<file path="config.mk">
export PLATFORM = sky130hd
export DESIGN_NAME = pfc_top
export DESIGN_NICKNAME = d
export VERILOG_FILES = /design/src/design/pfc_pkg.sv /design/src/design/pfc_chk_if.sv /design/src/design/pfc_checker.sv /design/src/design/pfc_top.sv
export SDC_FILE = /design/constraint.sdc
export NUM_CORES = 1
export LEC_CHECK = 0
export BUFFER_PORTS_ARGS = -buffer_cell sky130_fd_sc_hd__buf_2
export CELL_PAD_IN_SITES_DETAIL_PLACEMENT = 1
export CELL_PAD_IN_SITES_GLOBAL_PLACEMENT = 1
export CORE_MARGIN = 5
export CORE_UTILIZATION = 45
export CTS_BUF_LIST = sky130_fd_sc_hd__clkbuf_16
export DETAILED_ROUTE_END_ITERATION = 12
export GPL_ROUTABILITY_DRIVEN = 0
export HOLD_SLACK_MARGIN = 0.06
export PLACE_DENSITY = 0.95
export REMOVE_ABC_BUFFERS = 1
export SLEW_MARGIN = 25
export SYNTH_ARGS = -nofsm -noshare
export SYNTH_HDL_FRONTEND = slang
export SYNTH_SLANG_ARGS = --single-unit
</file>
<file path="constraint.sdc">
create_clock -name aclk -period 5 [get_ports aclk]
set_input_delay 0.25 -clock aclk [delete_from_list [all_inputs] [get_ports aclk]]
set_output_delay 0.25 -clock aclk [all_outputs]
set_load 0.03 [all_outputs]
</file>
<file path="src/design/pfc_pkg.sv">
// Package for the frame checker and interrupt mask block.
package pfc_pkg;
	localparam int ADDR_W = 18;
	localparam logic [15:0] IDX_STATUS = 16'h0011;
	localparam logic [15:0] IDX_MASK = 16'h0021;
	localparam logic [15:0] IDX_CHECKER_ENABLE = 16'h8001;
	localparam logic [15:0] IDX_IRQ_EN = 16'h8004;
	localparam logic [15:0] IDX_PATH = 16'h8005;
	localparam logic [15:0] IDX_RX_ERR = 16'h8008;
	localparam logic [15:0] IDX_SNAP_H = 16'h8009;
	localparam logic [15:0] IDX_SNAP_L = 16'h800A;
	localparam int BIT_SELF_CLR = 15;
	localparam int BIT_CHECKER = 14;
	localparam int BIT_BUFFER = 13;
	localparam int BIT_NEGOTIATION = 11;
	localparam int BIT_LINK = 1;
	localparam int BIT_ENABLE = 0;
	localparam logic [15:0] MASK_RST = 16'h2402;
	localparam logic [15:0] EVENT_BITS = 16'h6802;
	localparam logic CHECKER_ENABLE_RST = 1'h1;
	localparam logic IRQ_EN_RST = 1'h1;
	localparam logic PATH_RST = 1'h0;
	localparam logic [1:0] RESP_OKAY = 2'h0;
	localparam logic [1:0] RESP_DECERR = 2'h3;
endpackage : pfc_pkg

</file>
<file path="src/design/pfc_chk_if.sv">
// Interface between the register block and the frame checker core.
`timescale 1ns/1ps
interface pfc_chk_if;
	logic enable;
	logic path_sel;
	logic rd_clr;
	logic err_evt;
	logic [15:0] err_cnt;
	logic [31:0] snap;
	modport ctrl (output enable, output path_sel, output rd_clr,
		input err_evt, input err_cnt, input snap);
	modport chk (input enable, input path_sel, input rd_clr,
		output err_evt, output err_cnt, output snap);
endinterface : pfc_chk_if

</file>
<file path="src/design/pfc_checker.sv">
// Frame checker core: frame and error counters with read snapshot.
`timescale 1ns/1ps
module pfc_checker (
	input wire logic aclk,
	input wire logic aresetn,
	pfc_chk_if.chk ctl,
	input wire logic tx_frame_done,
	input wire logic tx_crc_err,
	input wire logic tx_frame_err,
	input wire logic rx_frame_done,
	input wire logic rx_crc_err,
	input wire logic rx_frame_err
);
	typedef struct packed {
		logic [31:0] frame_cnt;
		logic [15:0] err_cnt;
		logic [31:0] snap;
		logic err_evt;
	} pfc_chk_state_t;

	pfc_chk_state_t s_reg;
	pfc_chk_state_t s_next;

	////////////////////////////////////////////////////////////////////////
	always_comb begin
		logic done;
		logic bad;
		logic hit;
		done = 1'b0;
		bad = 1'b0;
		hit = 1'b0;
		s_next = s_reg;
		if (ctl.path_sel) begin
			done = tx_frame_done;
			bad = tx_crc_err | tx_frame_err;
		end else begin
			done = rx_frame_done;
			bad = rx_crc_err | rx_frame_err;
		end
		hit = ctl.enable & done;
		s_next.err_evt = hit & bad;
		if (hit) begin
			s_next.frame_cnt = s_reg.frame_cnt + 32'h1;
		end
		// An error landing in the clearing cycle is kept as the first new count.
		if (ctl.rd_clr) begin
			s_next.snap = s_reg.frame_cnt;
			s_next.err_cnt = (hit & bad) ? 16'h1 : 16'h0;
		end else if (hit & bad && s_reg.err_cnt != 16'hFFFF) begin
			s_next.err_cnt = s_reg.err_cnt + 16'h1;
		end
	end

	always_ff @(posedge aclk) begin
		if (!aresetn) begin
			s_reg <= '0;
		end else begin
			s_reg <= s_next;
		end
	end

	assign ctl.err_evt = s_reg.err_evt;
	assign ctl.err_cnt = s_reg.err_cnt;
	assign ctl.snap = s_reg.snap;
endmodule : pfc_checker

</file>
<file path="src/design/pfc_top.sv">
// Top of the frame checker block: AXI4-Lite registers, flags and interrupt.
//
// Added by the designer: the AXI4-Lite slave port.
`timescale 1ns/1ps
module pfc_top #(
	parameter int ADDR_W = pfc_pkg::ADDR_W
) (
	input wire logic aclk,
	input wire logic aresetn,
	input wire logic [ADDR_W-1:0] s_axi_awaddr,
	input wire logic s_axi_awvalid,
	output logic s_axi_awready,
	input wire logic [31:0] s_axi_wdata,
	input wire logic [3:0] s_axi_wstrb,
	input wire logic s_axi_wvalid,
	output logic s_axi_wready,
	output logic [1:0] s_axi_bresp,
	output logic s_axi_bvalid,
	input wire logic s_axi_bready,
	input wire logic [ADDR_W-1:0] s_axi_araddr,
	input wire logic s_axi_arvalid,
	output logic s_axi_arready,
	output logic [31:0] s_axi_rdata,
	output logic [1:0] s_axi_rresp,
	output logic s_axi_rvalid,
	input wire logic s_axi_rready,
	input wire logic tx_frame_done,
	input wire logic tx_crc_err,
	input wire logic tx_frame_err,
	input wire logic rx_frame_done,
	input wire logic rx_crc_err,
	input wire logic rx_frame_err,
	input wire logic buffer_error_evt,
	input wire logic negotiation_change_evt,
	input wire logic link_change_evt,
	output logic irq
);
	////////////////////////////////////////////////////////////////////////
	// The highest register index times four must fit the address.
	if (ADDR_W < 18 || ADDR_W > 32) begin : g_addr_check
		$error("pfc_top: ADDR_W must lie between 18 and 32");
	end

	typedef struct packed {
		logic aw_rdy;
		logic [ADDR_W-1:0] aw_addr;
		logic w_rdy;
		logic [31:0] w_data;
		logic [3:0] w_strb;
		logic b_valid;
		logic [1:0] b_resp;
		logic ar_rdy;
		logic r_valid;
		logic [31:0] r_data;
		logic [1:0] r_resp;
		logic [15:0] mask;
		logic checker_enable;
		logic irq_en;
		logic path_sel;
		logic [15:0] flags;
		logic irq;
	} pfc_top_state_t;

	pfc_top_state_t s_reg;
	pfc_top_state_t s_next;
	pfc_chk_if chk_bus ();
	logic rd_take;
	logic [15:0] rd_idx;

	////////////////////////////////////////////////////////////////////////
	pfc_checker u_checker (
		.aclk(aclk),
		.aresetn(aresetn),
		.ctl(chk_bus),
		.tx_frame_done(tx_frame_done),
		.tx_crc_err(tx_crc_err),
		.tx_frame_err(tx_frame_err),
		.rx_frame_done(rx_frame_done),
		.rx_crc_err(rx_crc_err),
		.rx_frame_err(rx_frame_err)
	);

	// Byte address is four times the register index; low bits are ignored.
	assign rd_idx = s_axi_araddr[17:2];
	assign rd_take = s_reg.ar_rdy & s_axi_arvalid;
	assign chk_bus.enable = s_reg.checker_enable;
	assign chk_bus.path_sel = s_reg.path_sel;
	// The clear is raised in the take cycle so the returned count and snapshot agree.
	assign chk_bus.rd_clr = rd_take && rd_idx == pfc_pkg::IDX_RX_ERR;

	////////////////////////////////////////////////////////////////////////
	always_comb begin
		logic [15:0] wr_idx;
		logic [15:0] set_bits;
		logic [15:0] clr_bits;
		logic [15:0] wd;
		wr_idx = s_reg.aw_addr[17:2];
		set_bits = 16'h0;
		clr_bits = 16'h0;
		wd = s_reg.w_data[15:0];
		s_next = s_reg;

		// Hardware events latch without regard to the mask.
		set_bits[pfc_pkg::BIT_CHECKER] = chk_bus.err_evt & s_reg.irq_en;
		set_bits[pfc_pkg::BIT_BUFFER] = buffer_error_evt;
		set_bits[pfc_pkg::BIT_NEGOTIATION] = negotiation_change_evt;
		set_bits[pfc_pkg::BIT_LINK] = link_change_evt;

		// The reserved top mask bit holds for one cycle after a write, then clears itself.
		s_next.mask[pfc_pkg::BIT_SELF_CLR] = 1'b0;

		if (s_reg.aw_rdy && s_axi_awvalid) begin
			s_next.aw_rdy = 1'b0;
			s_next.aw_addr = s_axi_awaddr;
		end
		if (s_reg.w_rdy && s_axi_wvalid) begin
			s_next.w_rdy = 1'b0;
			s_next.w_data = s_axi_wdata;
			s_next.w_strb = s_axi_wstrb;
		end
		if (s_reg.b_valid && s_axi_bready) begin
			s_next.b_valid = 1'b0;
		end

		// A write is carried out once address and data are both held.
		if (!s_reg.aw_rdy && !s_reg.w_rdy && !s_reg.b_valid) begin
			s_next.aw_rdy = 1'b1;
			s_next.w_rdy = 1'b1;
			s_next.b_valid = 1'b1;
			s_next.b_resp = pfc_pkg::RESP_OKAY;
			case (wr_idx)
				pfc_pkg::IDX_MASK: begin
					if (s_reg.w_strb[0]) begin
						s_next.mask[7:0] = wd[7:0];
					end
					if (s_reg.w_strb[1]) begin
						s_next.mask[15:8] = wd[15:8];
					end
				end
				pfc_pkg::IDX_STATUS: begin
					if (s_reg.w_strb[0]) begin
						clr_bits[7:0] = wd[7:0];
					end
					if (s_reg.w_strb[1]) begin
						clr_bits[15:8] = wd[15:8];
					end
				end
				pfc_pkg::IDX_CHECKER_ENABLE: begin
					if (s_reg.w_strb[0]) begin
						s_next.checker_enable = wd[pfc_pkg::BIT_ENABLE];
					end
				end
				pfc_pkg::IDX_IRQ_EN: begin
					if (s_reg.w_strb[0]) begin
						s_next.irq_en = wd[pfc_pkg::BIT_ENABLE];
					end
				end
				pfc_pkg::IDX_PATH: begin
					if (s_reg.w_strb[0]) begin
						s_next.path_sel = wd[pfc_pkg::BIT_ENABLE];
					end
				end
				pfc_pkg::IDX_RX_ERR, pfc_pkg::IDX_SNAP_H, pfc_pkg::IDX_SNAP_L: begin
					s_next.b_resp = pfc_pkg::RESP_OKAY;
				end
				default: begin
					s_next.b_resp = pfc_pkg::RESP_DECERR;
				end
			endcase
		end

		if (s_reg.r_valid && s_axi_rready) begin
			s_next.r_valid = 1'b0;
			s_next.ar_rdy = 1'b1;
		end
		if (rd_take) begin
			s_next.ar_rdy = 1'b0;
			s_next.r_valid = 1'b1;
			s_next.r_resp = pfc_pkg::RESP_OKAY;
			s_next.r_data = 32'h0;
			case (rd_idx)
				pfc_pkg::IDX_MASK: begin
					s_next.r_data[15:0] = s_reg.mask;
				end
				pfc_pkg::IDX_STATUS: begin
					s_next.r_data[15:0] = s_reg.flags;
					clr_bits = clr_bits | s_reg.flags;
				end
				pfc_pkg::IDX_CHECKER_ENABLE: begin
					s_next.r_data[pfc_pkg::BIT_ENABLE] = s_reg.checker_enable;
				end
				pfc_pkg::IDX_IRQ_EN: begin
					s_next.r_data[pfc_pkg::BIT_ENABLE] = s_reg.irq_en;
				end
				pfc_pkg::IDX_PATH: begin
					s_next.r_data[pfc_pkg::BIT_ENABLE] = s_reg.path_sel;
				end
				pfc_pkg::IDX_RX_ERR: begin
					s_next.r_data[15:0] = chk_bus.err_cnt;
				end
				pfc_pkg::IDX_SNAP_H: begin
					s_next.r_data[15:0] = chk_bus.snap[31:16];
				end
				pfc_pkg::IDX_SNAP_L: begin
					s_next.r_data[15:0] = chk_bus.snap[15:0];
				end
				default: begin
					s_next.r_resp = pfc_pkg::RESP_DECERR;
				end
			endcase
		end

		// A new event wins over a clear in the same cycle.
		s_next.flags = ((s_reg.flags & ~clr_bits) | set_bits) & pfc_pkg::EVENT_BITS;
		s_next.irq = |(s_next.flags & s_next.mask);
	end

	////////////////////////////////////////////////////////////////////////
	always_ff @(posedge aclk) begin
		if (!aresetn) begin
			s_reg <= '0;
			s_reg.aw_rdy <= 1'b1;
			s_reg.w_rdy <= 1'b1;
			s_reg.ar_rdy <= 1'b1;
			s_reg.mask <= pfc_pkg::MASK_RST;
			s_reg.checker_enable <= pfc_pkg::CHECKER_ENABLE_RST;
			s_reg.irq_en <= pfc_pkg::IRQ_EN_RST;
			s_reg.path_sel <= pfc_pkg::PATH_RST;
		end else begin
			s_reg <= s_next;
		end
	end

	assign s_axi_awready = s_reg.aw_rdy;
	assign s_axi_wready = s_reg.w_rdy;
	assign s_axi_bvalid = s_reg.b_valid;
	assign s_axi_bresp = s_reg.b_resp;
	assign s_axi_arready = s_reg.ar_rdy;
	assign s_axi_rvalid = s_reg.r_valid;
	assign s_axi_rdata = s_reg.r_data;
	assign s_axi_rresp = s_reg.r_resp;
	assign irq = s_reg.irq;
endmodule : pfc_top

</file>
# After elaboration in Yosys (flattened, before gate mapping)
# Index checks and enable logic that the tools add are counted.
# W data, S select, Z words.
dict set report classes {
  n_addsub 2
  n_eq_ne 17
  mux 29
  n_bitwise 12
  n_reduce_logical 21
}
# op count
set ops {}
lappend ops {{$eq A16 B16 Y1 const B} 12}
lappend ops {{$pmux W15 S5} 1}
lappend ops {{$mux W15} 4}
lappend ops {{$mux W16} 3}
lappend ops {{$mux W36} 1}
lappend ops {{$add A32 B1 Y32 const B} 1}
lappend ops {{$eq A16 B5 Y1 const B} 2}
lappend ops {{$eq A16 B6 Y1 const B} 2}
lappend ops {{$or A15 B15 Y15} 2}
lappend ops {{$mux W8} 3}
lappend ops {{$mux W19} 1}
lappend ops {{$add A16 B1 Y16 const B} 1}
lappend ops {{$and A15 B16 Y16} 1}
lappend ops {{$ne A16 B16 Y1 const B} 1}
lappend ops {{$reduce_or A16 Y1} 1}
lappend ops {{$reduce_or A8 Y1} 2}
lappend ops {{$and A15 B15 Y15} 1}
lappend ops {{$not A15 Y15} 1}
lappend ops {{$mux W1} 10}
lappend ops {{$reduce_and A3 Y1} 3}
lappend ops {{$logic_and A1 B1 Y1} 8}
lappend ops {{$pmux W1 S8} 1}
lappend ops {{$mux W7} 1}
lappend ops {{$mux W2} 3}
lappend ops {{other kinds (7)} 15}
dict set report word_totals {
  reg_bits 168
  inputBits 88
  output_inout_bits 42
  elab_cells 102
}

# Depth between registers and ports, before layout
dict set report depth {
  depth_word 12
  mapped_depth 8
  depth_no_buf 7
}

# Modules after synthesis
# Synthesis repeated with hierarchy kept, for this count alone.
dict set report hier_totals {
  hier_cells 940
  hier_area_um2 8017.7
}
# mod n_inst cells_per_inst area_each_um2 seq_area_each_um2
set by_module_without_submodules {}
lappend by_module_without_submodules {pfc_top 1 511 4249.1 1621.6}
lappend by_module_without_submodules {pfc_checker 1 429 3768.6 1621.6}

# Worst setup path after synthesis
# No wires, ideal clock.
dict set report synth_timing {
  path_kind {flip-flop to flip-flop}
  from {register s_reg (netlist bit s_axi_wready)}
  to {register s_reg (netlist bit irq)}
  setup_time_ns 0.120
  arrival_time_ns 2.052
  setup_slack_ns 2.828
  path_stages_with_launch 7
  n_path_buf 0
  synth_period_minus_slack_ns 2.172
  path_cell_list {dfxtp_1 -> nor3_1 -> nand4_1 -> nor2_2 -> mux2i_1 -> and3b_1 -> o31a_1}
}
dict set report synth_via {
  elab_chain_len 12
  word_cells_on_any_way 13
  cone_classes {mux (4); bitwise (5); reduce/logical (4)}
}
# item line
set synth_rtl {}
lappend synth_rtl {{start: declaration} pfc_top.sv:64} ;# pfc_top_state_t s_reg;
lappend synth_rtl {{start signal: assignment} pfc_top.sv:230} ;# s_reg <= s_next;
lappend synth_rtl {{$logic_not A1 Y1 *} pfc_top.sv:126} ;# if (!s_reg.aw_rdy && !s_reg.w_rdy && !s_reg.b_valid) begin
lappend synth_rtl {{$logic_and A1 B1 Y1 * (2 in a row)} pfc_top.sv:126}
lappend synth_rtl {{$mux W15} pfc_top.sv:126}
lappend synth_rtl {{$or A15 B15 Y15} pfc_top.sv:187} ;# clr_bits = clr_bits | s_reg.flags;
lappend synth_rtl {{$mux W15} pfc_top.sv:181} ;# case (rd_idx)
lappend synth_rtl {{$mux W15} pfc_top.sv:176} ;# if (rd_take) begin
lappend synth_rtl {{$not A15 Y15} pfc_top.sv:214} ;# s_next.flags = ((s_reg.flags & ~clr_bits) | set_bits) & pfc_pkg::EVENT_BITS;
lappend synth_rtl {{$and A15 B15 Y15} pfc_top.sv:214}
lappend synth_rtl {{$or A15 B15 Y15} pfc_top.sv:214}
lappend synth_rtl {{$and A15 B16 Y16 *} pfc_top.sv:215} ;# s_next.irq = |(s_next.flags & s_next.mask);
lappend synth_rtl {{$reduce_or A16 Y1 *} pfc_top.sv:215}
# Mark *: on every way between the ends. The rest lies on a longest branch, timed or not.
# A chain may end at the register's enable or synchronous reset.

# Worst setup path after layout
dict set report layout_timing {
  from {input s_axi_araddr[12]}
  to {register u_checker.s_reg (netlist bit u_checker.ctl.snap[30])}
}
dict set report layout_via {
  elab_chain_len 2
}
# item line
set layout_rtl {}
lappend layout_rtl {{start: declaration} pfc_top.sv:20} ;# input wire logic [ADDR_W-1:0] s_axi_araddr,
lappend layout_rtl {{$eq A16 B16 Y1} pfc_top.sv:89} ;# assign chk_bus.rd_clr = rd_take && rd_idx == pfc_pkg::IDX_RX_ERR;
lappend layout_rtl {{$logic_and A1 B1 Y1} pfc_top.sv:89}
lappend layout_rtl {{end signal: assignment} pfc_checker.sv:58} ;# s_reg <= s_next;
lappend layout_rtl {{end: declaration} pfc_checker.sv:21} ;# pfc_chk_state_t s_reg;
# Every way passes these cells.

==> reports/results.tsv <==
stage	metric	value	unit
detailed_routing	antenna_left	0	
die	chipHeight	139.7	um
detailed_routing	wl	22790	um
finish	final_common_cell	nand2_1	
setup_path	r2r-start	s_axi_arready$_SDFFE_PN1P_	
detailed_routing	vias_per_cell	5.655	
clock_network	path_clk_slew	0.06	ns
timing	setup_viol	0	
setup_path	critPathMaxFanout	22	
timing	worstMarginPinSlew	0.8810	ns
die	ioPinCount	130	
timing	slew_viol_final	0	
die	die_area	0.01952	mm^2
finish	drive_above_1_share	16.16	%
die	coreArea	0.01652	mm^2
detailed_routing	first_pass_iters	5	
timing	max_freq	367.1	MHz
run	max-cap-violations	0	
synth	syn_inst	879	
finish	final_nets	1036	
worst_hold_path	holdPathStages	3	
global_route	grt_pass1_vias	7170	
detailed_routing	wire_per_inst	19.31	um
timing	rsz0062_at_grt	no	
setup_path	r2r_end	u_checker.ctl.snap[30]$_SDFFE_PN0P_	
setup_path	r2r_cells	5	
clock_network	h-tree-depth	4	
timing	min_period	2.724	ns
clock_network	cts_made_buffers	17	
global_route	grt_usage	23.09	%
detailed_routing	drt_iter0_drc	372	
global_route	antenna_found_initial	1	
die	num_rows	47	
worst_hold_path	hold_start	s_axi_awaddr[13]	
worst_hold_path	hold_end	s_reg[125]$_SDFFE_PN0P_	
worst_hold_path	hold_class	in -> reg	
place	placedCellCount	1133	
synth	ys_ff_latch	162	
die	die_x	139.7	um
place	hpwl	14900	um
power_and_ir_drop	peakVddDrop	0.2851	mV
clock_network	clockBufferDepth	2	
setup_path	cp-start-kind	input pin	
finish	syn2layout_area_growth	14.97	%
synth	syn_area_per_cell	8.613	um^2
clock_network	root_buffer	clkbuf_16	
timing	hold_violations	0	
clock_network	ctsResizeCount	0	
die	initial_core_util	45.82	%
timing	relSlewSlack	40.95	%
power_and_ir_drop	power_density	331.7	mW/mm^2
global_route	overflow	0	
clock_network	postCtsSetupBuffers	0	
timing	setup_tns	0	ns
setup_path	cp-end-kind	register	
clock_network	cts_tree	done	
finish	final_cell_mix	nand2_1, dfxtp_1, buf_2, a21boi_0, and2_1	
run_status	status	complete, no violations	
timing	fin_skew	0.01426	ns
detailed_routing	drc	0	
global_route	grt_pass1_wl	36780	um
global_route	grt_max_degree	103	
synth	synth_edf_count	0	
place	io_buffers	91	
synth	synth-async-reset-ratio	0	%
synth	synth_warnings	0	
setup_path	r2r_slack	2.38	ns
timing	fin_crit_sh	54.48	%
synth	synth_cell_types	56	
setup_path	arrival	3.06	ns
clock_network	clkSinkCount	162	
synth	syn_area	0.007571	mm^2
detailed_routing	vias	6673	
setup_path	critPathRequiredTime	5.33	ns
clock_network	clock_latency	0.44	ns
synth	synthFlopType	dfxtp_1	
finish	fin_cells	1180	
finish	largest_reg_flops	55	
setup_path	critPathKind	in -> reg	
synth	synth_seq_area_share	42.84	%
power_and_ir_drop	leakage	3.460	nW
-- through the flow --
step                instance area (um^2)  utilization (%)  total power [mW]  hold slack [ns]  setup WS, ns
detailed placement                  7966            48.21             1.564           0.4425         1.998
global route                        8702            52.66             2.972          0.08148         2.138
finish                              8705            52.68             2.888          0.07056         2.276
global placement                    7966            48.21             1.555           0.4320         2.166
floorplan                           7188                -             1.476           0.3119         2.398
CTS                                 8700            52.65             2.895          0.06126         2.340
-- final cells by class --
class	instances	area, um^2
fill	1963	7820
multi-input combinational	642	3902
inverter	12	45.04
clock inverter	15	167.7
tap	220	275.3
sequential	162	3243
clock buffer	17	425.4
antenna	1	2.502
timing repair buffer	111	643.1
-- Yosys cell counts (all sizes together), types with 13 or more instances --
cell	number	area, um^2
a21boi	76	570.6
a21oi	13	65.06
and2	40	250.2
buf	47	322.8
clkbuf	31	116.4
dfxtp	162	3243
mux2i	31	310.3
nand2	180	678.2
nand3	22	110.1
nand4	17	106.4
nor2	36	140.1
nor2b	22	137.6
nor3	20	110.1
o21ai	25	125.1
xnor2	14	122.6
xor2	25	219.0
-- power breakdown --
part | total [mW] | switching, mW | internal (mW)
Sequential | 1.35 | 0.0254 | 1.32
Combinational | 0.206 | 0.130 | 0.0757
Clock | 1.34 | 0.557 | 0.781
Total | 2.89 | 0.712 | 2.18
-- metal layers --
layer,wire [um],vias to the layer above,part of all wire (%),global-route usage (%)
li1,-,3102,-,-
met1,9259,3294,41,26.26
met2,11500,203,50,40.67
met3,1108,72,4.9,5.729
met4,901,2,4.0,10.56
met5,13,-,0.057,0
-- cells by family after synthesis --
group,count (synthesis),synth area share (%)
compound gates,155,14.92
xor+xnor,39,4.512
fa+ha+maj,2,0.3305
buf+inv,90,6.396
flops,162,42.84
mux,36,4.842
other cells,1,0.04953
simple gates,394,26.11
-- worst max-delay path: stages --
cell	delay [ns]
buf_2	0.11
nor4_4	0.46
nand4_1	0.19
or3_1	0.55
nor3_2	0.74
buf_4	0.41
nand2_1	0.09
a21boi_0	0.25
-- repair_timing --
item,4_1_cts,5_1_grt
endpoints found under the hold margin,14,0
setup endpoints to repair,0,0
hold buffers,14,0
-- how the worst max path moves through the flow --
| stage | start | endpoint | cells past startpoint |
|---|---|---|---|
| 2_1_floorplan | s_axi_araddr[12] | u_checker.ctl.err_cnt[0]$_SDFFE_PN0P_ | 6 |
| 6_report | s_axi_araddr[12] | u_checker.ctl.snap[30]$_SDFFE_PN0P_ | 8 |
| 5_1_grt | s_axi_araddr[12] | u_checker.ctl.snap[30]$_SDFFE_PN0P_ | 8 |
| 3_3_place_gp | s_axi_araddr[12] | u_checker.ctl.snap[16]$_SDFFE_PN0P_ | 8 |
| 3_5_place_dp | s_axi_araddr[12] | u_checker.ctl.snap[30]$_SDFFE_PN0P_ | 8 |
| 4_1_cts | s_axi_araddr[12] | u_checker.ctl.snap[30]$_SDFFE_PN0P_ | 8 |
(Power assumes the default switching activity.)
